[config.mk]
export PLATFORM = sky130hd
export DESIGN_NAME = bcdc_stage_flat
export DESIGN_NICKNAME = d
export VERILOG_FILES = /design/src/core/bcdc_pkg.sv /design/src/core/bcdc_link_if.sv /design/src/core/bcdc_stage.sv /design/src/flat_wrapper.sv
export SDC_FILE = /design/constraint.sdc
export NUM_CORES = 1
export LEC_CHECK = 0
export BUFFER_PORTS_ARGS = -buffer_cell sky130_fd_sc_hd__buf_2
export CAP_MARGIN = 25
export CORE_AREA = 3 3 40 42
export CTS_BUF_LIST = sky130_fd_sc_hd__clkbuf_16
export DETAILED_ROUTE_END_ITERATION = 8
export DIE_AREA = 0 0 43 45
export PLACE_DENSITY = 0.67
export RECOVER_POWER = 25
export SETUP_SLACK_MARGIN = 0.5
export SYNTH_ARGS = -nofsm -noshare
export SYNTH_HDL_FRONTEND = slang
export SYNTH_SLANG_ARGS = --single-unit
[constraint.sdc]
create_clock -name clk_sys -period 1.64 [get_ports clk_sys]
set_input_delay 0 -clock clk_sys [delete_from_list [all_inputs] [get_ports clk_sys]]
set_output_delay 0 -clock clk_sys [all_outputs]
set_load 0.005 [all_outputs]
[src/core/bcdc_pkg.sv]
// Shared constants and types for the BCD up/down counter stage and its controller
package bcdc_pkg;
    localparam int DIGIT_W = 4;
    localparam logic [3:0] DIGIT_MIN = 4'h0;
    localparam logic [3:0] DIGIT_MAX = 4'h9;
    localparam logic [3:0] DIGIT_ONE = 4'h1;
    localparam logic DIR_UP = 1'b1;
    localparam logic DIR_DOWN = 1'b0;
    // Controller register map (word offsets on the plain port)
    localparam logic [3:0] CTRL_OFS = 4'h0;
    localparam logic [3:0] PRESET_OFS = 4'h1;
    localparam logic [3:0] STATUS_OFS = 4'h2;
    localparam logic [3:0] CMD_OFS = 4'h3;
    // Control register fields
    localparam int CTRL_DIR_BIT = 0;
    localparam int CTRL_RUN_BIT = 1;
    // Command register fields
    localparam int CMD_LOAD_BIT = 0;
    localparam int CMD_CLEAR_BIT = 1;
    localparam logic [31:0] REG_ZERO = 32'h0000_0000;
    localparam logic [3:0] CTRL_RESET = 4'h0;
    typedef enum logic [1:0] {
        BCDC_IDLE = 2'b00,
        BCDC_LOAD = 2'b01,
        BCDC_CLEAR = 2'b10
    } bcdc_cmd_state_type;
endpackage : bcdc_pkg

[src/core/bcdc_link_if.sv]
// Cascade link between one counter stage and the logic that drives it
`timescale 1ns/10ps
`default_nettype none
interface bcdc_link_if;
    logic preset_load_strobe;
    logic clear;
    logic up_down;
    logic carry_in_n;
    logic [3:0] preset;
    logic [3:0] count;
    logic carry_out_n;
    modport stage (
        input preset_load_strobe, clear, up_down, carry_in_n, preset,
        output count, carry_out_n
    );
    modport ctrl (
        output preset_load_strobe, clear, up_down, carry_in_n, preset,
        input count, carry_out_n
    );
endinterface : bcdc_link_if
`default_nettype wire

[src/core/bcdc_stage.sv]
// One decade of the synchronous BCD up/down counter
//
// Contract
// - Load strobe high copies preset into count
// - Load acts at once, blocks clock counting
// - Clear high forces count low, blocks clock
// - Enable input active low; high holds count
// - Enabled rising edge steps count by one
// - Direction high counts up, low down
// - Count output is BCD, bit0 least significant
// - Terminal count active low, cascade enable
// - Terminal count low one clock at limit
// - Ten states per decade, carry every ten
// - After load, counting resumes from preset
// - Partner releases load and clear before edge
// - Each stage enabled by lower terminal count
// - Divider: down mode, BCD ratio up to 99
// - Partner avoids divide ratio of zero
// - Terminal count decode per direction and enable
//
// Design decisions made here: the address map and the address-and-strobe port.
`timescale 1ns/10ps
`default_nettype none
module bcdc_stage (
    input wire logic clk_sys,
    input wire logic reset,
    bcdc_link_if.stage link
);
    import bcdc_pkg::*;

    // What the stage does at the coming edge, weakest first
    typedef enum logic [1:0] {
        BCDC_ACT_HOLD = 2'b00,
        BCDC_ACT_STEP = 2'b01,
        BCDC_ACT_LOAD = 2'b10,
        BCDC_ACT_CLEAR = 2'b11
    } bcdc_action_type;

    // Up step; codes at or past nine fold to zero so a stray code cannot stick
    function automatic logic [3:0] bcd_inc(input logic [3:0] value);
        logic [3:0] result;
        if (value >= DIGIT_MAX) begin
            result = DIGIT_MIN;
        end else begin
            result = value + DIGIT_ONE;
        end
        return result;
    endfunction : bcd_inc

    // Down step with the zero to nine wrap
    function automatic logic [3:0] bcd_dec(input logic [3:0] value);
        logic [3:0] result;
        if (value == DIGIT_MIN) begin
            result = DIGIT_MAX;
        end else begin
            result = value - DIGIT_ONE;
        end
        return result;
    endfunction : bcd_dec

    // Limit digit for the direction: nine is the only BCD code with both end bits set
    function automatic logic term_reached(
        input logic [3:0] value,
        input logic dir
    );
        logic reached;
        case (dir)
            DIR_UP: begin
                reached = value[0] & value[DIGIT_W - 1];
            end
            default: begin
                reached = (value == DIGIT_MIN);
            end
        endcase
        return reached;
    endfunction : term_reached

    // Count register and its next value
    logic [3:0] count_reg;
    logic [3:0] count_next;
    logic [3:0] shown;
    logic carry_n_word;
    bcdc_action_type action;

    // Named pins of the digit
    wire logic preset_bit0;
    wire logic preset_bit1;
    wire logic preset_bit2;
    wire logic preset_bit3;
    wire logic [3:0] preset_word;
    wire logic count_bit0;
    wire logic count_bit1;
    wire logic count_bit2;
    wire logic count_bit3;
    wire logic [3:0] count_word;

    wire logic count_en;
    wire logic [3:0] step_up;
    wire logic [3:0] step_down;
    wire logic [3:0] stepped;
    wire logic term_hit;

    // Split the preset digit onto its named inputs
    assign preset_bit0 = link.preset[0];
    assign preset_bit1 = link.preset[1];
    assign preset_bit2 = link.preset[2];
    assign preset_bit3 = link.preset[3];
    assign preset_word = {preset_bit3, preset_bit2, preset_bit1, preset_bit0};

    assign count_en = ~link.carry_in_n & ~link.clear & ~link.preset_load_strobe;
    assign step_up = bcd_inc(count_reg);
    assign step_down = bcd_dec(count_reg);
    assign stepped = (link.up_down == DIR_UP) ? step_up : step_down;

    // clear over load over count
    // Stepping only when neither override is up keeps the edge from fighting the mux
    always_comb begin
        if (link.clear) begin
            action = BCDC_ACT_CLEAR;
        end else if (link.preset_load_strobe) begin
            action = BCDC_ACT_LOAD;
        end else if (count_en) begin
            action = BCDC_ACT_STEP;
        end else begin
            action = BCDC_ACT_HOLD;
        end
    end

    // ten states, one step per enabled edge
    always_comb begin
        case (action)
            BCDC_ACT_CLEAR: begin
                count_next = DIGIT_MIN;
            end
            BCDC_ACT_LOAD: begin
                count_next = preset_word;
            end
            BCDC_ACT_STEP: begin
                count_next = stepped;
            end
            default: begin
                count_next = count_reg;
            end
        endcase
    end

    // a load leaves the preset in the register for later edges
    // The block reset is synchronous; load and clear reach the register through count_next at the edge and the pins through the output mux
    always_ff @(posedge clk_sys) begin
        if (reset) begin
            count_reg <= DIGIT_MIN;
        end else begin
            count_reg <= count_next;
        end
    end

    // load and clear act without waiting for an edge
    // clear shows low at once
    // The pins follow the overrides within the cycle; the register catches up at the edge
    always_comb begin
        case (action)
            BCDC_ACT_CLEAR: begin
                shown = DIGIT_MIN;
            end
            BCDC_ACT_LOAD: begin
                shown = preset_word;
            end
            default: begin
                shown = count_reg;
            end
        endcase
    end

    for (genvar i = 0; i < DIGIT_W; i++) begin : g_count_bit
        assign count_word[i] = shown[i];
    end
    assign count_bit0 = count_word[0];
    assign count_bit1 = count_word[1];
    assign count_bit2 = count_word[2];
    assign count_bit3 = count_word[3];
    assign link.count = count_word;

    assign term_hit = term_reached({count_bit3, count_bit2, count_bit1, count_bit0}, link.up_down);
    // active low, decoded from the shown count
    // low one full cycle at the limit
    always_comb begin
        if (link.carry_in_n) begin
            carry_n_word = 1'b1;
        end else if (term_hit) begin
            carry_n_word = 1'b0;
        end else begin
            carry_n_word = 1'b1;
        end
    end
    assign link.carry_out_n = carry_n_word;
endmodule : bcdc_stage
`default_nettype wire

[src/flat_wrapper.sv]
// flat-port wrapper written by rule: the top's interface ports become plain ports
module bcdc_stage_flat import bcdc_pkg::*;
  (clk_sys, reset, link_preset_load_strobe, link_clear, link_up_down, link_carry_in_n, link_preset, link_count, link_carry_out_n);
  bcdc_link_if link_i ();
  input wire logic clk_sys;
  input wire logic reset;
  input wire logic [$bits(link_i.preset_load_strobe)-1:0] link_preset_load_strobe;
  input wire logic [$bits(link_i.clear)-1:0] link_clear;
  input wire logic [$bits(link_i.up_down)-1:0] link_up_down;
  input wire logic [$bits(link_i.carry_in_n)-1:0] link_carry_in_n;
  input wire logic [$bits(link_i.preset)-1:0] link_preset;
  output wire logic [$bits(link_i.count)-1:0] link_count;
  output wire logic [$bits(link_i.carry_out_n)-1:0] link_carry_out_n;
  assign link_i.preset_load_strobe = link_preset_load_strobe;
  assign link_i.clear = link_clear;
  assign link_i.up_down = link_up_down;
  assign link_i.carry_in_n = link_carry_in_n;
  assign link_i.preset = link_preset;
  assign link_count = link_i.count;
  assign link_carry_out_n = link_i.carry_out_n;
  bcdc_stage u_core (.clk_sys(clk_sys), .reset(reset), .link(link_i));
endmodule
After elaboration in Yosys (flattened, before gate mapping)
Cells that the tools add are included.
{ "classes": {"eq_ne": 3, "add_sub_neg": 2, "n_reduce_logical": 3, "magnitude_cmp": 1, "mux": 11, "bitwise": 6} }
{ "ops": {"columns": ["op", "count"], "rows": [
  ["$mux W4", 3],
  ["$pmux W4 S3", 1],
  ["$logic_not A4 Y1", 2],
  ["$pmux W4 S2", 1],
  ["$add A4 B1 Y4 const B", 1],
  ["$eq A2 B2 Y1 const B", 2],
  ["$ge A4 B4 Y1 const B", 1],
  ["$mux W1", 4],
  ["$mux W2", 2],
  ["$sub A4 B1 Y4 const B", 1],
  ["$and A1 B1 Y1", 3],
  ["$not A1 Y1", 3],
  ["$reduce_bool A3 Y1", 1],
  ["$eq A2 B1 Y1 const B", 1]
]} }
{ "word_totals": {"out_inout_bits": 5, "ff_bits": 4, "wordCells": 27} }

Depth between registers and ports, before layout
Gate-level depths: netlist of the first run.
{ "logic_depth": {"depth_word": 12, "depth_mapped": 6, "ltp_nobuf": 6} }

Worst setup path after synthesis of the first run
Ideal clock, no wire load.
{ "synth_timing": {"kind": "register to register", "from": "reg u_core.count_reg[0]", "to": "reg u_core.count_reg[2]", "path_stages_with_launch": 7, "period_less_slack_ns": 1.502, "path_buffers": 0, "arrival_ns": 1.424, "slack_ns": 0.138, "path_cell_list": "dfxtp_1 -> inv_1 -> ha_1 -> or3b_1 -> a31oi_2 -> a31oi_1 -> nor3_1"} }
{ "synth_between": {"elab_chain_len": 4} }
{ "synth_lines": {"columns": ["item", "line_no", "rtl"], "rows": [
  ["from (decl)", "bcdc_stage.sv:79", "logic [3:0] count_reg;"],
  ["from (signal assigned)", "bcdc_stage.sv:153", "count_reg <= count_next;"],
  ["$sub A4 B1 Y4 (tied with other cells)", "bcdc_stage.sv:56", "result = value - DIGIT_ONE;"],
  ["$mux W4 (on tied branches)", "bcdc_stage.sv:53, bcdc_stage.sv:42", null],
  ["$mux W4 (*)", "bcdc_stage.sv:113", "assign stepped = (link.up_down == DIR_UP) ? step_up : step_down;"],
  ["$pmux W4 S3 (*)", "bcdc_stage.sv:131", "case (action)"]
]} }
Every way passes the cells marked *; elsewhere a longest branch is shown, timed or not.
A chain may end at the register's enable or synchronous reset.

Final worst setup path of the first run
{ "layout_timing": {"from": "reg u_core.count_reg[3]", "to": "out link_carry_out_n"} }
{ "layout_between": {"elab_chain_len": 5} }
{ "layout_lines": {"columns": ["item", "line_no", "rtl"], "rows": [
  ["$pmux W4 S2 (*)", "bcdc_stage.sv:161", "case (action)"],
  ["$logic_not A4 Y1 / $and A1 B1 Y1 (equally long branches)", "bcdc_stage.sv:72, bcdc_stage.sv:69", null],
  ["$mux W1 (*)", "bcdc_stage.sv:67", "case (dir)"],
  ["$mux W1 (*)", "bcdc_stage.sv:189", "end else if (term_hit) begin"],
  ["$mux W1 (*)", "bcdc_stage.sv:187", "if (link.carry_in_n) begin"],
  ["to (decl)", "flat_wrapper.sv:13", "output wire logic [$bits(link_i.carry_out_n)-1:0] link_carry_out_n;"]
]} }
Marked as above.

==> results.md, run 1 <==
- Setup Skew: 0.00264 ns
- DR vias/cell: 5.96
- Syn_area_per_cell: about 7 sq um
- Worst slew margin: roughly 72%
- Most frequent cells in the layout: buf_2 (14), a21oi_1 (8), nand2_1 (6), nor3_1 (6), buf_4 (5)
- Setup TNS: 0 ns
- Worst setup EP type: primary output
- Max reg flops: 4
- Detailed placement HPWL: 945 um
- Area Overhead vs Synth: 52.6%
- Initial core utilization: between 30% and 40%
- Die X: between 40 and 50 um
- Port bufs: 14
- Worst Setup Slack, final: between 0.1 and 0.15 ns
- Fin crit period: 1.53 ns
- CP Cell Sequence: mux2i_2 -> buf_4 -> nor2_1 -> and3_1 -> o21bai_1 -> buf_2
- Worst-case reg-to-reg path depth: 7
- # clock sinks: 4
- Skew-Pair Late Insertion Delay: about 0.23 ns
- Leakage: just over 0.0003 uW
- Post-synthesis sequential area ratio: between 15 and 20%
- CP max FO: 9
- Hold Path Origin: reset
- Root Buffer: clkbuf_16
- Drt drc: 0
- Flop-to-flop setup slack: about 0.13 ns
- Final Slew Violations: 0
- CP Data Arrival Time: about 1.5 ns
- Final Power: approximately 640 uW
- Total Die Area: between 0.0015 and 0.002 sq mm
- GPL Wtd Cong: between 0.8 and 0.9
- Hold EP: u_core.count_reg[2]
- Power Density: a little under 900 mW/mm^2
- ANT cells: 0
- Number of H-tree levels: 1
- Max Fclk: roughly 650 MHz
- Netlist cell types: 32
- Number of synthesized register bits: 4
- Max stage delay on crit path: 0.56 ns
- Crit path required time: about 1.6 ns
- Clk slew on worst S/H paths: approximately 0.03 ns
- GR Overflow Total: 0
- Max VDD drop: 0.486 mV
- Die height: between 40 and 50 um
- RSZ-0062 raised after global routing: yes
- Crit share post-route: between 90% and 100%
- Number of global-route vias before repair: around 490
- Endpoints failing hold: 0
- Mapped cell area: 475 sq um
- Critical R2R Launch: u_core.count_reg[1]
- Hold buffers post-CTS: 0
- Most common cell after layout, fill and taps aside: buf_2
- Fin nets: 99
- Detailed-route via count: 596
- Actual slew at the worst max-slew pin: ~0.41 ns
- Ratio of cells with drive above 1 in the final layout: 42.4%
- WS Path Type: flop to primary output
- CTS tree: done
- Critical path launch point type: flop
- Core area: 0.00128 sq mm
- Largest net degree at the start of global routing: 15
- Outcome: finished clean
- Post-Synthesis Cells: 66
- Total track usage: between 15 and 20%
- Inserted Clock Buffers: 3
- Hold depth: 2
- Hold Path Class: input pin to flop
- Antenna violations before repair: 0
- First-pass GRT wire length: between 2000 and 2500 um
- Setup WS pre-CTS: 0.113 ns
- DR pass1 iterations: 4
- Routed Wire Length: between 1500 and 2000 um
- # rows: 13
- Slowest CP cell: dfxtp_1
- Yosys warning count: 0
- Max-Cap Viols: 0
- Clock buffer depth: 2
- Final setup fails: 0
- DR WL/cell: ~15 um
- Post-synthesis net count: around 80
- Num ports: 15
- Drt first-iter violations: 30
- Fill cell count: around 130
- Final ANT Viol Nets: 0
- R2R Path End: u_core.count_reg[2]
==> what timing repair did <==
action,4_1_cts,5_1_grt
resized for setup,5,7
pin swaps,4,4
endpoints found under the hold margin,0,0
setup buffers,3,2
setup endpoints to repair,7,8
==> routing by layer <==
metal	vias up	track usage (%)	wire (um)
li1	283	-	-
met1	276	20.0	635
met2	33	23.4	707
met3	4	3.59	147
met4	0	7.23	23
met5	-	0	0
==> worst max path at each step <==
stage,startpoint,to,slack (ns),depth (start not counted)
6_report,u_core.count_reg[3],link_carry_out_n,0.11,6
5_1_grt,u_core.count_reg[3],link_carry_out_n,0.03,5
4_1_cts,u_core.count_reg[1],u_core.count_reg[1],0.16,6
3_5_place_dp,u_core.count_reg[1],u_core.count_reg[1],0.11,6
3_3_place_gp,u_core.count_reg[1],u_core.count_reg[1],0.17,6
2_1_floorplan,u_core.count_reg[1],u_core.count_reg[1],0.24,6
==> cell type report <==
class                      instances  area, sq um  share of cell area [%]
inverter                           4         17.5                    2.41
multi-input combinational         53          403                    55.5
clock inverter                     1         3.75                   0.517
sequential                         4         88.8                    12.2
tap                               15         18.8                    2.59
clock buffer                       3         75.1                    10.3
timing repair buffer              20          119                    16.4
==> metrics by stage <==
step                      util (%)  cells  area [sq um]  hold slack, ns
after CTS                     53.4     98           686          0.0106
after floorplan                  -     66           505          0.0326
after detailed placement      44.6     91           573           0.251
after global routing          56.5    100           726          0.0236
final                         56.5    100           726          0.0189
after global placement        44.6     91           573           0.245
==> Yosys cell counts <==
cell type	n	area, sq um
o21a_1	1	7.51
o41ai_1	1	8.76
nand4b_1	1	8.76
o21bai_1	1	7.51
clkinv_1	1	3.75
a31oi_1	2	12.5
or2_1	1	6.26
nand2_1	6	22.5
nand2b_1	4	25.0
or3_1	1	6.26
inv_1	3	11.3
buf_2	2	10.0
a22oi_1	1	7.51
ha_1	3	37.5
a21oi_1	9	45.0
and3_1	1	6.26
clkbuf_1	2	7.51
a211oi_1	1	7.51
nor2_1	2	7.51
mux2_1	1	11.3
o311ai_1	1	8.76
dfxtp_1	4	80.1
o311ai_0	1	8.76
o21ai_0	1	5.00
or3b_1	1	8.76
a31oi_2	1	12.5
nor3b_2	1	12.5
o31ai_1	2	15.0
mux2i_1	1	10.0
nor4_1	2	12.5
nor3_1	6	30.0
buf_6	1	11.3
==> logic make-up after synthesis <==
group	share of synthesized area [%]
buffers and inverters	9.21
adders and majority gates	7.90
and+or+nand+nor	30.8
DFF	16.8
muxes	4.47
AOI/OAI and AO/OA	30.8
==> worst max-delay path, delay by kind of cell, from the launching register on <==
kind | cells | cell delay [ns]
compound gates | 1 | 0.07
flops | 1 | 0.56
buf+inv | 2 | 0.29
mux | 1 | 0.14
simple gates | 2 | 0.25
==> power breakdown <==
group,switching (uW),internal (uW)
Clock,74.0,315
Sequential,10.1,102
Combinational,71.6,66.7
(Power assumes the default switching activity.)
==> inputs of run 2 (changes only) <==
Settings changed: BUFFER_PORTS_ARGS -buffer_cell sky130_fd_sc_hd__buf_2 to unset, CELL_PAD_IN_SITES_DETAIL_PLACEMENT set to 2, CELL_PAD_IN_SITES_GLOBAL_PLACEMENT set to 2, CORE_AREA 3 3 40 42 to unset, CORE_MARGIN set to 3, CORE_UTILIZATION set to 33, CTS_BUF_LIST sky130_fd_sc_hd__clkbuf_16 to sky130_fd_sc_hd__clkbuf_4 sky130_fd_sc_hd__clkbuf_8, DIE_AREA 0 0 43 45 to unset, DONT_BUFFER_PORTS set to 1, PLACE_DENSITY 0.67 to 0.85.
==> results.md, run 2 (synthesis gave the netlist of run 1 again) <==
- Outcome: complete, but fails checks (was finished clean)
- Failing checks: hold timing
- Clock buffer depth: 2 (unchanged)
- Number of H-tree levels: 1 (unchanged)
- Worst setup EP type: flop (was primary output)
- Flop-to-flop setup slack: 0.12 ns (was 0.13 ns)
- Worst slew margin: 72.3% (was 72.5%)
- Critical path launch point type: flop (unchanged)
- Antenna violations before repair: 0 (unchanged)
- Crit path buf inv count: 1 (was 2)
- DR vias/cell: 6.18 (was 5.96)
- CP Cell Sequence: buf_4 -> ha_1 -> mux2_1 -> nand2_1 -> a31oi_2 -> nor3_2 (was mux2i_2 -> buf_4 -> nor2_1 -> and3_1 -> o21bai_1 -> buf_2)
- Area Overhead vs Synth: 34.7% (was 52.6%)
- Drt first-iter violations: 3 (was 30)
- Setup TNS: 0 ns (unchanged)
- Hold EP: u_core.count_reg[0] (was u_core.count_reg[2])
- Setup WS pre-CTS: 0.0876 ns (was 0.113 ns)
- Actual slew at the worst max-slew pin: 0.415 ns (was 0.412 ns)
- Number of global-route vias before repair: 605 (was 491)
- Detailed placement HPWL: 1200 um (was 945 um)
- R2R Path End: u_core.count_reg[2] (unchanged)
- Fin nets: 83 (was 99)
- Max reg flops: 4 (unchanged)
- Crit path from: u_core.count_reg[0] (was u_core.count_reg[3])
- Hold Path Class: input pin to flop (unchanged)
- Crit path required time: 1.82 ns (was 1.64 ns)
- Max Fclk: 658 MHz (was 653 MHz)
- # rows: 13 (unchanged)
- First-pass GRT wire length: 3060 um (was 2160 um)
- Slowest CP cell: dfxtp_4 (was dfxtp_1)
- Core area: 0.00133 sq mm (was 0.00128 sq mm)
- Delay-heaviest family, CP: flip-flops (unchanged)
- Total track usage: 23.2% (was 15.1%)
- WS Path Type: flop to flop (was flop to primary output)
- Drt drc: 0 (unchanged)
- Skew-Pair Late Insertion Delay: 0.25 ns (was 0.23 ns)
- Total Die Area: 0.00193 sq mm (was 0.00194 sq mm)
- # clock sinks: 4 (unchanged)
- Routed Wire Length: 1850 um (was 1510 um)
- Die height: 44.0 um (was 45 um)
- Max-Cap Viols: 0 (unchanged)
- Max VDD drop: 0.338 mV (was 0.486 mV)
- Critical R2R Launch: u_core.count_reg[0] (was u_core.count_reg[1])
- DR pass1 iterations: 2 (was 4)
- Port bufs: 0 (was 14)
- Leakage: 0.000220 uW (was 0.000307 uW)
- Hold depth: 1 (was 2)
- Final ANT Viol Nets: 0 (unchanged)
- Endpoints failing hold: 4 (was 0)
- Inserted Clock Buffers: 3 (unchanged)
- Num ports: 15 (unchanged)
- CP Data Arrival Time: 1.70 ns (was 1.53 ns)
- Clk slew on worst S/H paths: 0.04 ns (was 0.03 ns)
- Power Density: 620 mW/mm^2 (was 882 mW/mm^2)
- GPL Wtd Cong: 0.771 (was 0.897)
- ANT cells: 0 (unchanged)
- Hold Path Origin: reset (unchanged)
- Ratio of cells with drive above 1 in the final layout: 43.5% (was 42.4%)
- Crit share post-route: 92.6% (was 93.3%)
- Die X: 44.0 um (was 43 um)
- Final setup fails: 0 (unchanged)
- Worst hold slack: -0.192 ns (was 0.0189 ns)
- Setup Skew: 0.00865 ns (was 0.00264 ns)
- Most common cell after layout, fill and taps aside: nand2_1 (was buf_2)
- CTS tree: done (unchanged)
- DR WL/cell: 22.0 um (was 15.1 um)
- Final Slew Violations: 0 (unchanged)
- CP max FO: 6 (was 9)
- Max stage delay on crit path: 0.36 ns (was 0.56 ns)
- RSZ-0062 raised after global routing: yes (unchanged)
- Largest net degree at the start of global routing: 15 (unchanged)
- Worst-case reg-to-reg path depth: 6 (was 7)
- Detailed-route via count: 519 (was 596)
- GR Overflow Total: 0 (unchanged)
- Root Buffer: clkbuf_4 (was clkbuf_16)
- Most frequent cells in the layout: nand2_1 (6), a21oi_1 (5) (was buf_2 (14), a21oi_1 (8), nand2_1 (6), nor3_1 (6), buf_4 (5))
- Initial core utilization: 35.6% (was 37.0%)
- Worst Setup Slack, final: 0.121 ns (was 0.109 ns)
- Fin crit period: 1.52 ns (was 1.53 ns)
-- run 2: metrics by stage --
stage | power [uW] | utilization, % | hold slack, ns | instance area (sq um) | instances
4_1_cts | 371 | 42.5 | -0.183 | 567 | 84
6_report | 397 | 48.0 | -0.192 | 641 | 84
3_5_place_dp | 202 | 37.7 | 0.0444 | 503 | 77
3_3_place_gp | 196 | 37.7 | 0.0403 | 503 | 77
5_1_grt | 426 | 48.0 | -0.204 | 641 | 84
2_1_floorplan | 191 | - | 0.0326 | 505 | 66
-- run 2: cell type report --
cell class / instances / area [sq um]
Tap cell: 15 / 18.8
Fill cell: 152 / 693
Timing Repair Buffer: 4 / 30.0
Sequential cell: 4 / 87.6
Clock buffer: 4 / 30.0
Multi-Input combinational cell: 53 / 454
Inverter: 4 / 20.0
-- run 2: worst max-delay path by stage --
stage,endpoint,slack [ns],cells after the start
final,u_core.count_reg[2],0.12,6
after global routing,u_core.count_reg[2],0.05,6
after floorplan,u_core.count_reg[1],0.24,6
after global placement,u_core.count_reg[1],0.17,6
after CTS,u_core.count_reg[2],0.10,6
after detailed placement,u_core.count_reg[1],0.09,6
-- run 2: what timing repair did --
| action | 4_1_cts | 5_1_grt |
|---|---|---|
| gates cloned | 0 | 0 |
| pin swaps | 7 | 5 |
| endpoints found under the hold margin | 4 | 4 |
| setup buffers | 3 | 0 |
| endpoints found under the setup margin | 6 | 8 |
| gates resized for setup | 4 | 16 |
-- run 2: power breakdown --
group | switching, uW | internal [uW]
Sequential | 10.9 | 102
Clock | 52.2 | 109
Combinational | 64.2 | 59.2
-- run 2: metal layers --
| layer | wire, um | up-vias | global-route usage [%] | share of wire, % |
|---|---|---|---|---|
| li1 | - | 253 | - | - |
| met1 | 868 | 248 | 27.1 | 47 |
| met2 | 856 | 16 | 35.2 | 46 |
| met3 | 112 | 2 | 10.4 | 6.1 |
| met4 | 8 | 0 | 12.0 | 0.43 |
| met5 | 0 | - | 0 | 0 |
